--- src/rtl/interval_counter_pkg.sv ---
// package: register map, field layout and constants of the dual 8-bit interval/event counter
package interval_counter_pkg;

  // ****************************************
  // register offsets (byte addresses)
  // ****************************************
  localparam logic [4:0] OFS_MODE_CTRL_A  = 5'h00;
  localparam logic [4:0] OFS_MODE_CTRL_B  = 5'h04;
  localparam logic [4:0] OFS_COMPARE_A    = 5'h08;
  localparam logic [4:0] OFS_COMPARE_B    = 5'h0C;
  localparam logic [4:0] OFS_COUNTER_A    = 5'h10;
  localparam logic [4:0] OFS_COUNTER_B    = 5'h14;
  localparam logic [4:0] OFS_IRQ_STATUS   = 5'h18;
  localparam logic [4:0] OFS_IRQ_MASK     = 5'h1C;

  // ****************************************
  // field positions and reset values
  // ****************************************
  localparam int         POS_COUNT_ENABLE = 7;
  localparam int         POS_CLOCK_SEL    = 8;
  localparam logic [7:0] RST_MODE_CTRL    = 8'h00;
  localparam logic [3:0] RST_CLOCK_SEL    = 4'h0;
  localparam logic [7:0] RST_COMPARE      = 8'h00;
  localparam logic [7:0] RST_COUNTER      = 8'h00;
  localparam logic [1:0] RST_IRQ          = 2'h0;

  // ****************************************
  // clock select codes
  // ****************************************
  localparam logic [3:0] SEL_EVENT_RISE   = 4'h0;
  localparam logic [3:0] SEL_EVENT_FALL   = 4'h1;
  localparam logic [3:0] SEL_DIV_FIRST    = 4'h4;
  localparam logic [3:0] SEL_DIV_LAST     = 4'hE;
  localparam logic [3:0] SEL_DIV_4096     = 4'hF;
  localparam int         LOG2_DIV_4096    = 12;
  localparam int         PRESCALE_W       = 12;
  localparam logic [31:0] UNMAPPED_DATA   = 32'h0000_0000;

  // ****************************************
  // per-channel settings carrier
  // ****************************************
  typedef struct packed {
    logic       count_enable;
    logic [6:0] output_ctrl;
    logic [3:0] clock_sel;
  } chan_cfg_type;

endpackage : interval_counter_pkg

--- src/rtl/interval_event_counter.sv ---
// dual 8-bit interval timer / external event counter with Avalon-MM slave
// Notes on behaviour
// - interval mode raises match interrupt repeatedly each compare-defined period
// - on counter equal compare, next count clock clears to 0 and flags interrupt
// - each channel has its own independent 4-bit clock select field
// - codes 0000 and 0001 count edges of the external event input
// - codes 0100..1110 divide by 1..1024, 1111 by 4096; scale bit halves
// - scale choice comes from bit 0 of external oscillation mode register
// - interval spans 1 to 256 count clocks, one count clock resolution
// - event mode increments counter once per valid input edge
// - code 0000 counts rising edges, code 0001 falling edges
// - output control bits stay writable and readable while counting
// - clearing count enable stops and zeroes counter; setting allows counting
//
// Implementation choices: the register addresses and the Avalon-MM slave port.
`timescale 1ns/10ps

module interval_event_counter #(
  parameter int CHANNELS = 2
) (
  // clock and reset
  input  wire logic        ref_clk,
  input  wire logic        reset,
  // Avalon-MM slave
  input  wire logic [4:0]  avs_address,
  input  wire logic        avs_read,
  input  wire logic        avs_write,
  input  wire logic [31:0] avs_writedata,
  input  wire logic [3:0]  avs_byteenable,
  output logic      [31:0] avs_readdata,
  output logic             avs_waitrequest,
  // oscillation mode register bit 0 from clock system
  input  wire logic        osc_scale_bit,
  // external event pins
  input  wire logic        event_in_a,
  input  wire logic        event_in_b,
  // interrupts
  output logic             match_irq_a,
  output logic             match_irq_b,
  output logic             irq
);

  // ****************************************
  // declarations
  // ****************************************
  interval_counter_pkg::chan_cfg_type cfg_reg [CHANNELS];
  logic [7:0]  compare_reg [CHANNELS];
  logic [7:0]  counter_reg [CHANNELS];
  logic [CHANNELS-1:0] status_reg;
  logic [CHANNELS-1:0] mask_reg;
  logic [CHANNELS-1:0] match_pulse;
  logic [CHANNELS-1:0] tick;
  logic [CHANNELS-1:0] ev_meta_reg;
  logic [CHANNELS-1:0] ev_sync_reg;
  logic [CHANNELS-1:0] ev_prev_reg;
  logic [CHANNELS-1:0] ev_pins;
  logic [interval_counter_pkg::PRESCALE_W-1:0] prescale_reg;
  logic [interval_counter_pkg::PRESCALE_W-1:0] prescale_prev_reg;
  logic        scale_meta_reg;
  logic        scale_sync_reg;
  logic        ack_reg;
  logic        wr_hit;
  logic [31:0] read_next;

  localparam int PRESCALE_W_L = interval_counter_pkg::PRESCALE_W;

  assign ev_pins = {event_in_b, event_in_a};

  // log2 of the count clock divider; -1 means no internal clock
  function automatic int tap_of(input logic [3:0] sel, input logic scale);
    int tap;
    tap = -1;
    if (sel >= interval_counter_pkg::SEL_DIV_FIRST && sel <= interval_counter_pkg::SEL_DIV_LAST)
      tap = int'(sel - interval_counter_pkg::SEL_DIV_FIRST) - int'(scale);
    else if (sel == interval_counter_pkg::SEL_DIV_4096)
      tap = interval_counter_pkg::LOG2_DIV_4096 - int'(scale);
    return tap;
  endfunction : tap_of

  // ****************************************
  // pin synchronisers
  // ****************************************
  always_ff @(posedge ref_clk) begin
    if (reset) begin
      ev_meta_reg    <= '0;
      ev_sync_reg    <= '0;
      ev_prev_reg    <= '0;
      scale_meta_reg <= 1'b0;
      scale_sync_reg <= 1'b0;
    end else begin
      ev_meta_reg    <= ev_pins;
      ev_sync_reg    <= ev_meta_reg;
      ev_prev_reg    <= ev_sync_reg;
      scale_meta_reg <= osc_scale_bit;
      scale_sync_reg <= scale_meta_reg;
    end
  end

  // ****************************************
  // shared prescaler
  // ****************************************
  // free running so both channels share one divider; a start may lose up to one count clock
  always_ff @(posedge ref_clk) begin
    if (reset) begin
      prescale_reg      <= '0;
      prescale_prev_reg <= '0;
    end else begin
      prescale_reg      <= prescale_reg + 1'b1;
      prescale_prev_reg <= prescale_reg;
    end
  end

  // ****************************************
  // count clock select and counters
  // ****************************************
  for (genvar ch = 0; ch < CHANNELS; ch++) begin : g_chan
    logic [3:0] sel;
    int         tap;
    assign sel = cfg_reg[ch].clock_sel;

    always_comb begin
      tap      = tap_of(sel, scale_sync_reg);
      tick[ch] = 1'b0;
      case (sel)
        interval_counter_pkg::SEL_EVENT_RISE:
          tick[ch] = ev_sync_reg[ch] & ~ev_prev_reg[ch];
        interval_counter_pkg::SEL_EVENT_FALL:
          tick[ch] = ~ev_sync_reg[ch] & ev_prev_reg[ch];
        default: begin
          // tap 0 counts every cycle; tap k on each falling edge of prescaler bit k-1
          if (tap == 0)
            tick[ch] = 1'b1;
          else if (tap > 0 && tap <= PRESCALE_W_L)
            tick[ch] = prescale_prev_reg[tap-1] & ~prescale_reg[tap-1];
        end
      endcase
    end

    // counter clears on count clock after match, so period is compare+1 ticks
    always_ff @(posedge ref_clk) begin
      if (reset) begin
        counter_reg[ch] <= interval_counter_pkg::RST_COUNTER;
        match_pulse[ch] <= 1'b0;
      end else if (!cfg_reg[ch].count_enable) begin
        counter_reg[ch] <= interval_counter_pkg::RST_COUNTER;
        match_pulse[ch] <= 1'b0;
      end else if (tick[ch]) begin
        if (counter_reg[ch] == compare_reg[ch]) begin
          counter_reg[ch] <= interval_counter_pkg::RST_COUNTER;
          match_pulse[ch] <= 1'b1;
        end else begin
          counter_reg[ch] <= counter_reg[ch] + 8'h01;
          match_pulse[ch] <= 1'b0;
        end
      end else begin
        match_pulse[ch] <= 1'b0;
      end
    end

    // tick: with code 0100 and scale 1 is prohibited and yields no count
  end

  // ****************************************
  // register writes
  // ****************************************
  // a write lands only at the edge where the master sees waitrequest low
  assign wr_hit = avs_write & ack_reg;

  always_ff @(posedge ref_clk) begin
    if (reset) begin
      for (int i = 0; i < CHANNELS; i++) begin
        cfg_reg[i].count_enable <= 1'b0;
        cfg_reg[i].output_ctrl  <= interval_counter_pkg::RST_MODE_CTRL[6:0];
        cfg_reg[i].clock_sel    <= interval_counter_pkg::RST_CLOCK_SEL;
        compare_reg[i]          <= interval_counter_pkg::RST_COMPARE;
      end
      mask_reg <= interval_counter_pkg::RST_IRQ;
    end else if (wr_hit) begin
      for (int i = 0; i < CHANNELS; i++) begin
        if (avs_address == interval_counter_pkg::OFS_MODE_CTRL_A + 5'(4 * i)) begin
          if (avs_byteenable[0]) begin
            cfg_reg[i].count_enable <= avs_writedata[interval_counter_pkg::POS_COUNT_ENABLE];
            cfg_reg[i].output_ctrl  <= avs_writedata[6:0];
          end
          if (avs_byteenable[1])
            cfg_reg[i].clock_sel <= avs_writedata[interval_counter_pkg::POS_CLOCK_SEL +: 4];
        end
        if (avs_address == interval_counter_pkg::OFS_COMPARE_A + 5'(4 * i) && avs_byteenable[0])
          compare_reg[i] <= avs_writedata[7:0];
      end
      if (avs_address == interval_counter_pkg::OFS_IRQ_MASK && avs_byteenable[0])
        mask_reg <= avs_writedata[CHANNELS-1:0];
    end
  end

  // ****************************************
  // interrupt status
  // ****************************************
  // set beats a simultaneous write-one clear
  always_ff @(posedge ref_clk) begin
    if (reset) begin
      status_reg <= interval_counter_pkg::RST_IRQ;
    end else begin
      if (wr_hit && avs_address == interval_counter_pkg::OFS_IRQ_STATUS && avs_byteenable[0])
        status_reg <= (status_reg & ~avs_writedata[CHANNELS-1:0]) | match_pulse;
      else
        status_reg <= status_reg | match_pulse;
    end
  end

  always_ff @(posedge ref_clk) begin
    if (reset) begin
      match_irq_a <= 1'b0;
      match_irq_b <= 1'b0;
      irq         <= 1'b0;
    end else begin
      match_irq_a <= match_pulse[0];
      match_irq_b <= match_pulse[1];
      irq         <= |(status_reg & mask_reg);
    end
  end

  // ****************************************
  // bus answer: one wait cycle, then ack
  // ****************************************
  always_comb begin
    read_next = interval_counter_pkg::UNMAPPED_DATA;
    for (int i = 0; i < CHANNELS; i++) begin
      if (avs_address == interval_counter_pkg::OFS_MODE_CTRL_A + 5'(4 * i))
        read_next = {20'h00000, cfg_reg[i].clock_sel, cfg_reg[i].count_enable,
                     cfg_reg[i].output_ctrl};
      if (avs_address == interval_counter_pkg::OFS_COMPARE_A + 5'(4 * i))
        read_next = {24'h000000, compare_reg[i]};
      if (avs_address == interval_counter_pkg::OFS_COUNTER_A + 5'(4 * i))
        read_next = {24'h000000, counter_reg[i]};
    end
    if (avs_address == interval_counter_pkg::OFS_IRQ_STATUS)
      read_next = {30'h00000000, status_reg};
    if (avs_address == interval_counter_pkg::OFS_IRQ_MASK)
      read_next = {30'h00000000, mask_reg};
  end

  always_ff @(posedge ref_clk) begin
    if (reset) begin
      ack_reg      <= 1'b0;
      avs_readdata <= 32'h0000_0000;
    end else begin
      ack_reg      <= (avs_read | avs_write) & ~ack_reg;
      avs_readdata <= (avs_read & ~ack_reg) ? read_next : avs_readdata;
    end
  end

  // waitrequest high while idle, dropped for the acknowledging cycle
  always_ff @(posedge ref_clk) begin
    if (reset)
      avs_waitrequest <= 1'b1;
    else
      avs_waitrequest <= ~((avs_read | avs_write) & ~ack_reg);
  end

  // ****************************************
  // assertions
  // ****************************************
  property p_disabled_zero;
    @(posedge ref_clk) disable iff (reset)
      !cfg_reg[0].count_enable |=> counter_reg[0] == 8'h00;
  endproperty
  a_disabled_zero: assert property (p_disabled_zero) else $error("counter not cleared");

  property p_match_clears;
    @(posedge ref_clk) disable iff (reset)
      cfg_reg[0].count_enable && tick[0] && counter_reg[0] == compare_reg[0]
        |=> counter_reg[0] == 8'h00 && match_pulse[0];
  endproperty
  a_match_clears: assert property (p_match_clears) else $error("match did not clear");

  property p_irq_follows;
    @(posedge ref_clk) disable iff (reset)
      match_pulse[1] |=> match_irq_b && status_reg[1];
  endproperty
  a_irq_follows: assert property (p_irq_follows) else $error("match irq missing");

  property p_count_step;
    @(posedge ref_clk) disable iff (reset)
      cfg_reg[1].count_enable && tick[1] && counter_reg[1] != compare_reg[1]
        |=> counter_reg[1] == $past(counter_reg[1]) + 8'h01;
  endproperty
  a_count_step: assert property (p_count_step) else $error("counter did not step");

  property p_no_tick_hold;
    @(posedge ref_clk) disable iff (reset)
      cfg_reg[0].count_enable && !tick[0] |=> $stable(counter_reg[0]);
  endproperty
  a_no_tick_hold: assert property (p_no_tick_hold) else $error("count without tick");

  property p_rise_edge;
    @(posedge ref_clk) disable iff (reset)
      cfg_reg[0].count_enable && cfg_reg[0].clock_sel == 4'h0 && ev_sync_reg[0]
        && !ev_prev_reg[0] && counter_reg[0] != compare_reg[0]
        |=> counter_reg[0] == $past(counter_reg[0]) + 8'h01;
  endproperty
  a_rise_edge: assert property (p_rise_edge) else $error("rising edge missed");

  property p_div2;
    @(posedge ref_clk) disable iff (reset)
      cfg_reg[0].clock_sel == 4'h5 && !scale_sync_reg && tick[0] |=> !tick[0];
  endproperty
  a_div2: assert property (p_div2) else $error("divide by two wrong");

  property p_sticky;
    @(posedge ref_clk) disable iff (reset)
      status_reg[0] && !(avs_write && avs_address == 5'h18) |=> status_reg[0];
  endproperty
  a_sticky: assert property (p_sticky) else $error("status lost");

endmodule : interval_event_counter

--- config.mk ---
export PLATFORM = sky130hd
export DESIGN_NAME = interval_event_counter
export DESIGN_NICKNAME = d
export VERILOG_FILES = /design/src/rtl/interval_counter_pkg.sv /design/src/rtl/interval_event_counter.sv
export SDC_FILE = /design/constraint.sdc
export NUM_CORES = 1
export LEC_CHECK = 0
export BUFFER_PORTS_ARGS = -buffer_cell sky130_fd_sc_hd__buf_2
export CAP_MARGIN = 20
export CORE_MARGIN = 5
export CORE_UTILIZATION = 55
export CTS_BUF_LIST = sky130_fd_sc_hd__clkbuf_2 sky130_fd_sc_hd__clkbuf_4 sky130_fd_sc_hd__clkbuf_8
export CTS_CLUSTER_DIAMETER = 80
export DETAILED_ROUTE_END_ITERATION = 8
export GPL_ROUTABILITY_DRIVEN = 0
export GPL_TIMING_DRIVEN = 1
export PLACE_DENSITY = 0.77
export SYNTH_ARGS = -nofsm -noshare
export SYNTH_HDL_FRONTEND = slang
export SYNTH_SLANG_ARGS = --single-unit
--- constraint.sdc ---
create_clock -name ref_clk -period 4.4 [get_ports ref_clk]
set_input_delay 0.22 -clock ref_clk [delete_from_list [all_inputs] [get_ports ref_clk]]
set_output_delay 0.22 -clock ref_clk [all_outputs]
set_load 0.01 [all_outputs]
## After elaboration in Yosys (flattened, before gate mapping)

Memories as Yosys holds them, arrays and structs flattened.
Cells that the tools add are included.

- Multiplexer cells: 99
- Reductions and logical operators: 16
- Bitwise logic cells: 37
- Add/sub/neg operators: 10
- Equality and inequality tests: 13
- Magnitude comparators: 10

Operators with widths:

| kind | number |
|---|---|
| 32-bit two-way mux | 11 |
| 1-bit two-way mux | 68 |
| 32-bit by 1-bit > comparator with 1-bit output, second input constant | 2 |
| 32-bit by 5-bit <= comparator with 1-bit output, second input constant | 2 |
| 32-bit zero test | 2 |
| 32-bit by 6-bit less-than comparator with 1-bit output, second input constant | 2 |
| 8-bit two-way mux | 8 |
| 32-bit by 2-bit subtractor with 32-bit output, second input constant | 2 |
| 5-bit == test, second input constant | 4 |
| 8-bit by 1-bit adder with 8-bit output, second input constant | 2 |
| 1-bit binary-select mux with 4-bit select | 4 |
| 8-bit == test | 2 |
| 1-bit bitwise OR | 15 |
| 7-bit two-way mux | 2 |
| 12-bit by 1-bit adder with 12-bit output, second input constant | 1 |
| 12-bit two-way mux | 1 |
| 5-bit by 2-bit subtractor with 6-bit output | 2 |
| 5-bit by 4-bit == test with 1-bit output, second input constant | 2 |
| 4-bit by 3-bit subtractor with 5-bit output, second input constant | 2 |
| 1-bit AND | 9 |
| 1-bit logical AND | 9 |
| 4-bit by 1-bit == test with 1-bit output, second input constant | 2 |
| 4-bit == test, second input constant | 2 |
| 4-bit by 3-bit >= comparator with 1-bit output, second input constant | 2 |
| other kinds (14) | 27 |

- Memories: 3
- Output and inout port bits: 36
- Input port bits: 48
- Register bits: 75
- Memory bits (writable): 56
- Logic and storage cells: 205

Memory list:

| name | words | width | read ports | clocked after memory_dff | wr ports | RTL line | source |
|---|---|---|---|---|---|---|---|
| cfg_reg | 2 | 12 | 2 | 0 | 2 | interval_event_counter.sv:46 | `interval_counter_pkg::chan_cfg_type cfg_reg [CHANNELS];` |
| compare_reg | 2 | 8 | 2 | 0 | 2 | interval_event_counter.sv:47 | `logic [7:0] compare_reg [CHANNELS];` |
| counter_reg | 2 | 8 | 2 | 0 | 2 | interval_event_counter.sv:48 | `logic [7:0] counter_reg [CHANNELS];` |

## Longest topological paths before layout

An unclocked memory read counts as a cell.

- Depth in word-level cells: 19
- Mapped depth: 15
- Gate-level depth less buffers: 13

## Worst setup path before layout

OpenSTA, ideal clock, no wires.

- Path type: register -> register
- Start: memory cfg_reg[0][0] (netlist name)
- End: memory counter_reg[0][0] (enable)
- Stages on the path, launching flop included: 16
- Period minus slack after synthesis: 3,611 ps
- Setup time: 329 ps
- Buffers on the path: 2
- Slack: 789 ps
- Required time: 4,071 ps
- Arrival: 3,282 ps
- Path through: edfxtp_1 > buf_2 > inv_1 > ha_1 > nor2b_1 > a221oi_2 > inv_1 > ha_1 > buf_1 > nor3b_1 > a21oi_1 > mux2i_1 > or3b_1 > a31oi_1 > o21ai_0 > nand2_1

RTL lines:

| element | RTL line |
|---|---|
| start, declared | interval_event_counter.sv:46 |
| end, declared | interval_event_counter.sv:48 |

==> flow_metrics.py <==
metrics = {
    "outcome": {
        "status": "completed",
    },
    "power_and_ir_drop": {
        "leakage_uw": 0.00252,
        "ir_worst_vdd_v": 0.000293,
        "power.density_mw_per_mm2": 307,
    },
    "critical_path": {
        "worst-endpoint-arrival_ns": 4.18,
        "cp_max_fo": 12,
        "cp-start-kind": "flop",
        "setup.worst_path.end_class": "flop",
        "worstPathRequired_ns": 4.45,
        "criticalPathCategory": "reg2reg",
    },
    "detailed_routing": {
        "routed_wl_mm": 13.7,
        "vias": 4604,
        "firstDrtPassIters": 5,
        "wl_per_cell_um": 17.3,
        "post-route-drc-count": 0,
        "ant_nets": 0,
        "drt_iter0_markers": 326,
        "via_per_inst": 5.82,
    },
    "cells_and_area": {
        "final_nets": 710,
        "fin_area_mm2": 0.00650,
        "area_growth_syn_to_layout_pct": 7.20,
        "final_layout_size_suffix_gt1_share_pct": 12.3,
        "largest_reg_flops": 24,
        "antennaDiodeCount": 0,
        "final_util_pct": 60.0,
    },
    "place": {
        "placed_area_mm2": 0.00629,
        "dpl.hpwl_mm": 10.1,
        "port-buffer-count": 41,
    },
    "timing": {
        "finalSetupViolations": 0,
        "slew_viol_final": 0,
        "finalSetupTns_ns": 0,
        "max-slew-margin-rel_pct": 35.4,
        "tightest_slew_ns": 0.966,
        "rsz0062_at_grt": "false",
        "finalHoldViolCount": 0,
        "period_minus_slack_ns": 4.13,
        "max_freq_mhz": 242,
        "fin_crit_sh_pct": 93.8,
        "skew_ns": 0.0203,
    },
    "cts": {
        "clk_pin_slew_ns": 0.09,
        "htree_levels": 3,
        "numClockSinks": 111,
        "cts_root_buffer": "clkbuf_8",
        "cts_setup_buffers": 0,
        "ctsResizeCount": 0,
        "cts-buffers-inserted": 9,
        "clk_latency_ns": 0.39,
        "cts_tree": "done",
        "clock_path_buffers": 2,
        "hold_buffers": 0,
    },
    "logic_synthesis": {
        "yosysUniqueCellTypes": 77,
        "synth-seq-cells": 111,
        "synthArstFlopShare_pct": 0,
        "synth_warnings": 0,
        "synth_ff_type": "edfxtp_1",
        "syn_inst": 617,
        "yosysSeqAreaShare_pct": 45.9,
        "netlist_area_mm2": 0.00606,
        "syn_area_per_cell_um2": 9.83,
        "synth_edf_count": 56,
    },
    "floorplanning": {
        "initial_core_util_pct": 55.9,
        "design.core.area_mm2": 0.0108,
        "num_io_pins": 84,
        "die_w_um": 115,
        "dieHeight_um": 115,
        "dieArea_mm2": 0.0132,
        "rows": 38,
    },
    "global_route": {
        "grt_pass1_vias": 4529,
        "grt_max_degree": 51,
        "grt_pass1_wl_mm": 22.4,
        "overflow": 0,
        "grt_util_all_layers_pct": 21.4,
        "antenna_found_initial": 0,
    },
    "run": {
        "drv_cap": 0,
    },
    "min_path": {
        "hold_path.class": "in2reg",
    },
}
[cell families (layout without fill, tap and decap cells)]
family          count (synthesis)  after routing  share of synthesized area, %
compound gates                107            107                          13.4
xor+xnor                       40             40                          5.78
fa+ha+maj                      17             17                          3.47
buf+inv                        69             84                          5.82
flops                         111            111                          45.9
mux                             7              7                          1.16
other cells                     1             20                        0.0618
simple gates                  265            265                          24.5
[layout by cell type, fill, tap and decap left out, types with 3 or more instances in the layout]
master,instances
xor2_1,15
buf_4,5
nand3_1,35
a211oi_1,4
o21ai_0,8
nand3b_1,6
buf_2,41
nor3b_1,10
ha_1,16
dfxtp_1,55
o22ai_1,6
a22o_1,5
a31oi_1,8
nor2_1,49
clkbuf_8,9
and2_1,31
nand4_1,8
nand2b_1,10
a21o_1,7
nor4_1,9
nand4b_1,3
inv_1,22
mux2i_1,7
and3_1,10
nor2b_1,35
conb_1,20
xnor2_1,25
edfxtp_1,56
a21oi_1,20
a222oi_1,7
nor3_1,3
a22oi_1,10
nand2_1,39
[per-layer routing]
metal  track usage, %  up-vias  part of all wire [%]
li1                 -     2243                     -
met1             26.0     2163                    40
met2             36.7      171                    51
met3             4.95       27                   6.5
met4             8.69        0                   2.6
met5                0        -                     0
[where the power goes]
part	internal, uW	switching [uW]
Combinational	78.1	124
Sequential	1110	32.7
Clock	309	341
Total	1500	498
[worst max-delay path, stage by stage (launching register included)]
cell and delay [ns]:
edfxtp_1 0.57, inv_1 0.11, ha_1 0.30, inv_1 0.12
a211oi_1 0.50, o22ai_1 0.17, ha_1 0.44, nor3b_1 0.23
a21oi_1 0.06, mux2i_1 0.21, or3b_1 0.38, a31oi_1 0.22
o21ai_0 0.18, nand2_1 0.33
[synth_stat cells (3+ instances only)]
cell type / count / area [um^2]
nand4b_1: 3 / 26.3
nand3_1: 35 / 175
a22oi_1: 10 / 75.1
a31oi_1: 8 / 50.1
a222oi_1: 7 / 70.1
a21oi_1: 20 / 100
a21o_1: 7 / 52.6
buf_4: 21 / 158
and3_1: 10 / 62.6
nor2_1: 49 / 184
inv_1: 22 / 82.6
nand2_1: 39 / 146
dfxtp_1: 55 / 1100
and2_1: 31 / 194
xnor2_1: 25 / 219
o21ai_0: 8 / 40.0
nand2b_1: 10 / 62.6
nand3b_1: 6 / 45.0
clkbuf_1: 20 / 75.1
ha_1: 16 / 200
mux2i_1: 7 / 70.1
o22ai_1: 6 / 37.5
nand4_1: 8 / 50.1
nor3b_1: 10 / 75.1
a211oi_1: 4 / 30.0
nor2b_1: 35 / 219
edfxtp_1: 56 / 1680
nor4_1: 9 / 56.3
a22o_1: 5 / 43.8
nor3_1: 4 / 20.0
xor2_1: 15 / 131
[area by class of cell]
| class | count | area [um^2] |
|---|---|---|
| clock buffer | 11 | 139 |
| tap | 140 | 175 |
| clock inverter | 5 | 73.8 |
| fill | 911 | 4340 |
| timing repair buffer | 46 | 243 |
| sequential | 111 | 2780 |
| multi-input combinational | 456 | 3000 |
| inverter | 22 | 82.6 |
[stage by stage]
stage,worst slack (ns),hold WS (ns),std cells,total power (uW)
after global routing,0.0487,0.0637,791,2080
final,0.272,0.0527,791,2000
after global placement,0.465,0.428,775,1360
after detailed placement,0.343,0.435,775,1370
after CTS,0.322,0.0380,791,2010
after floorplan,0.789,0.348,636,1320
[path summary, 6_finish.rpt]
kind             startpoint                 to  slack [ns]  depth (start not counted)
min              event_in_a     ev_meta_reg[0]        0.05                          2
min reg2reg  ev_meta_reg[1]     ev_sync_reg[1]        0.45                          1
max           cfg_reg[0][2]  counter_reg[0][7]        0.27                         13
max reg2reg   cfg_reg[0][2]  counter_reg[0][7]        0.27                         13
(Power assumes the default switching activity.)
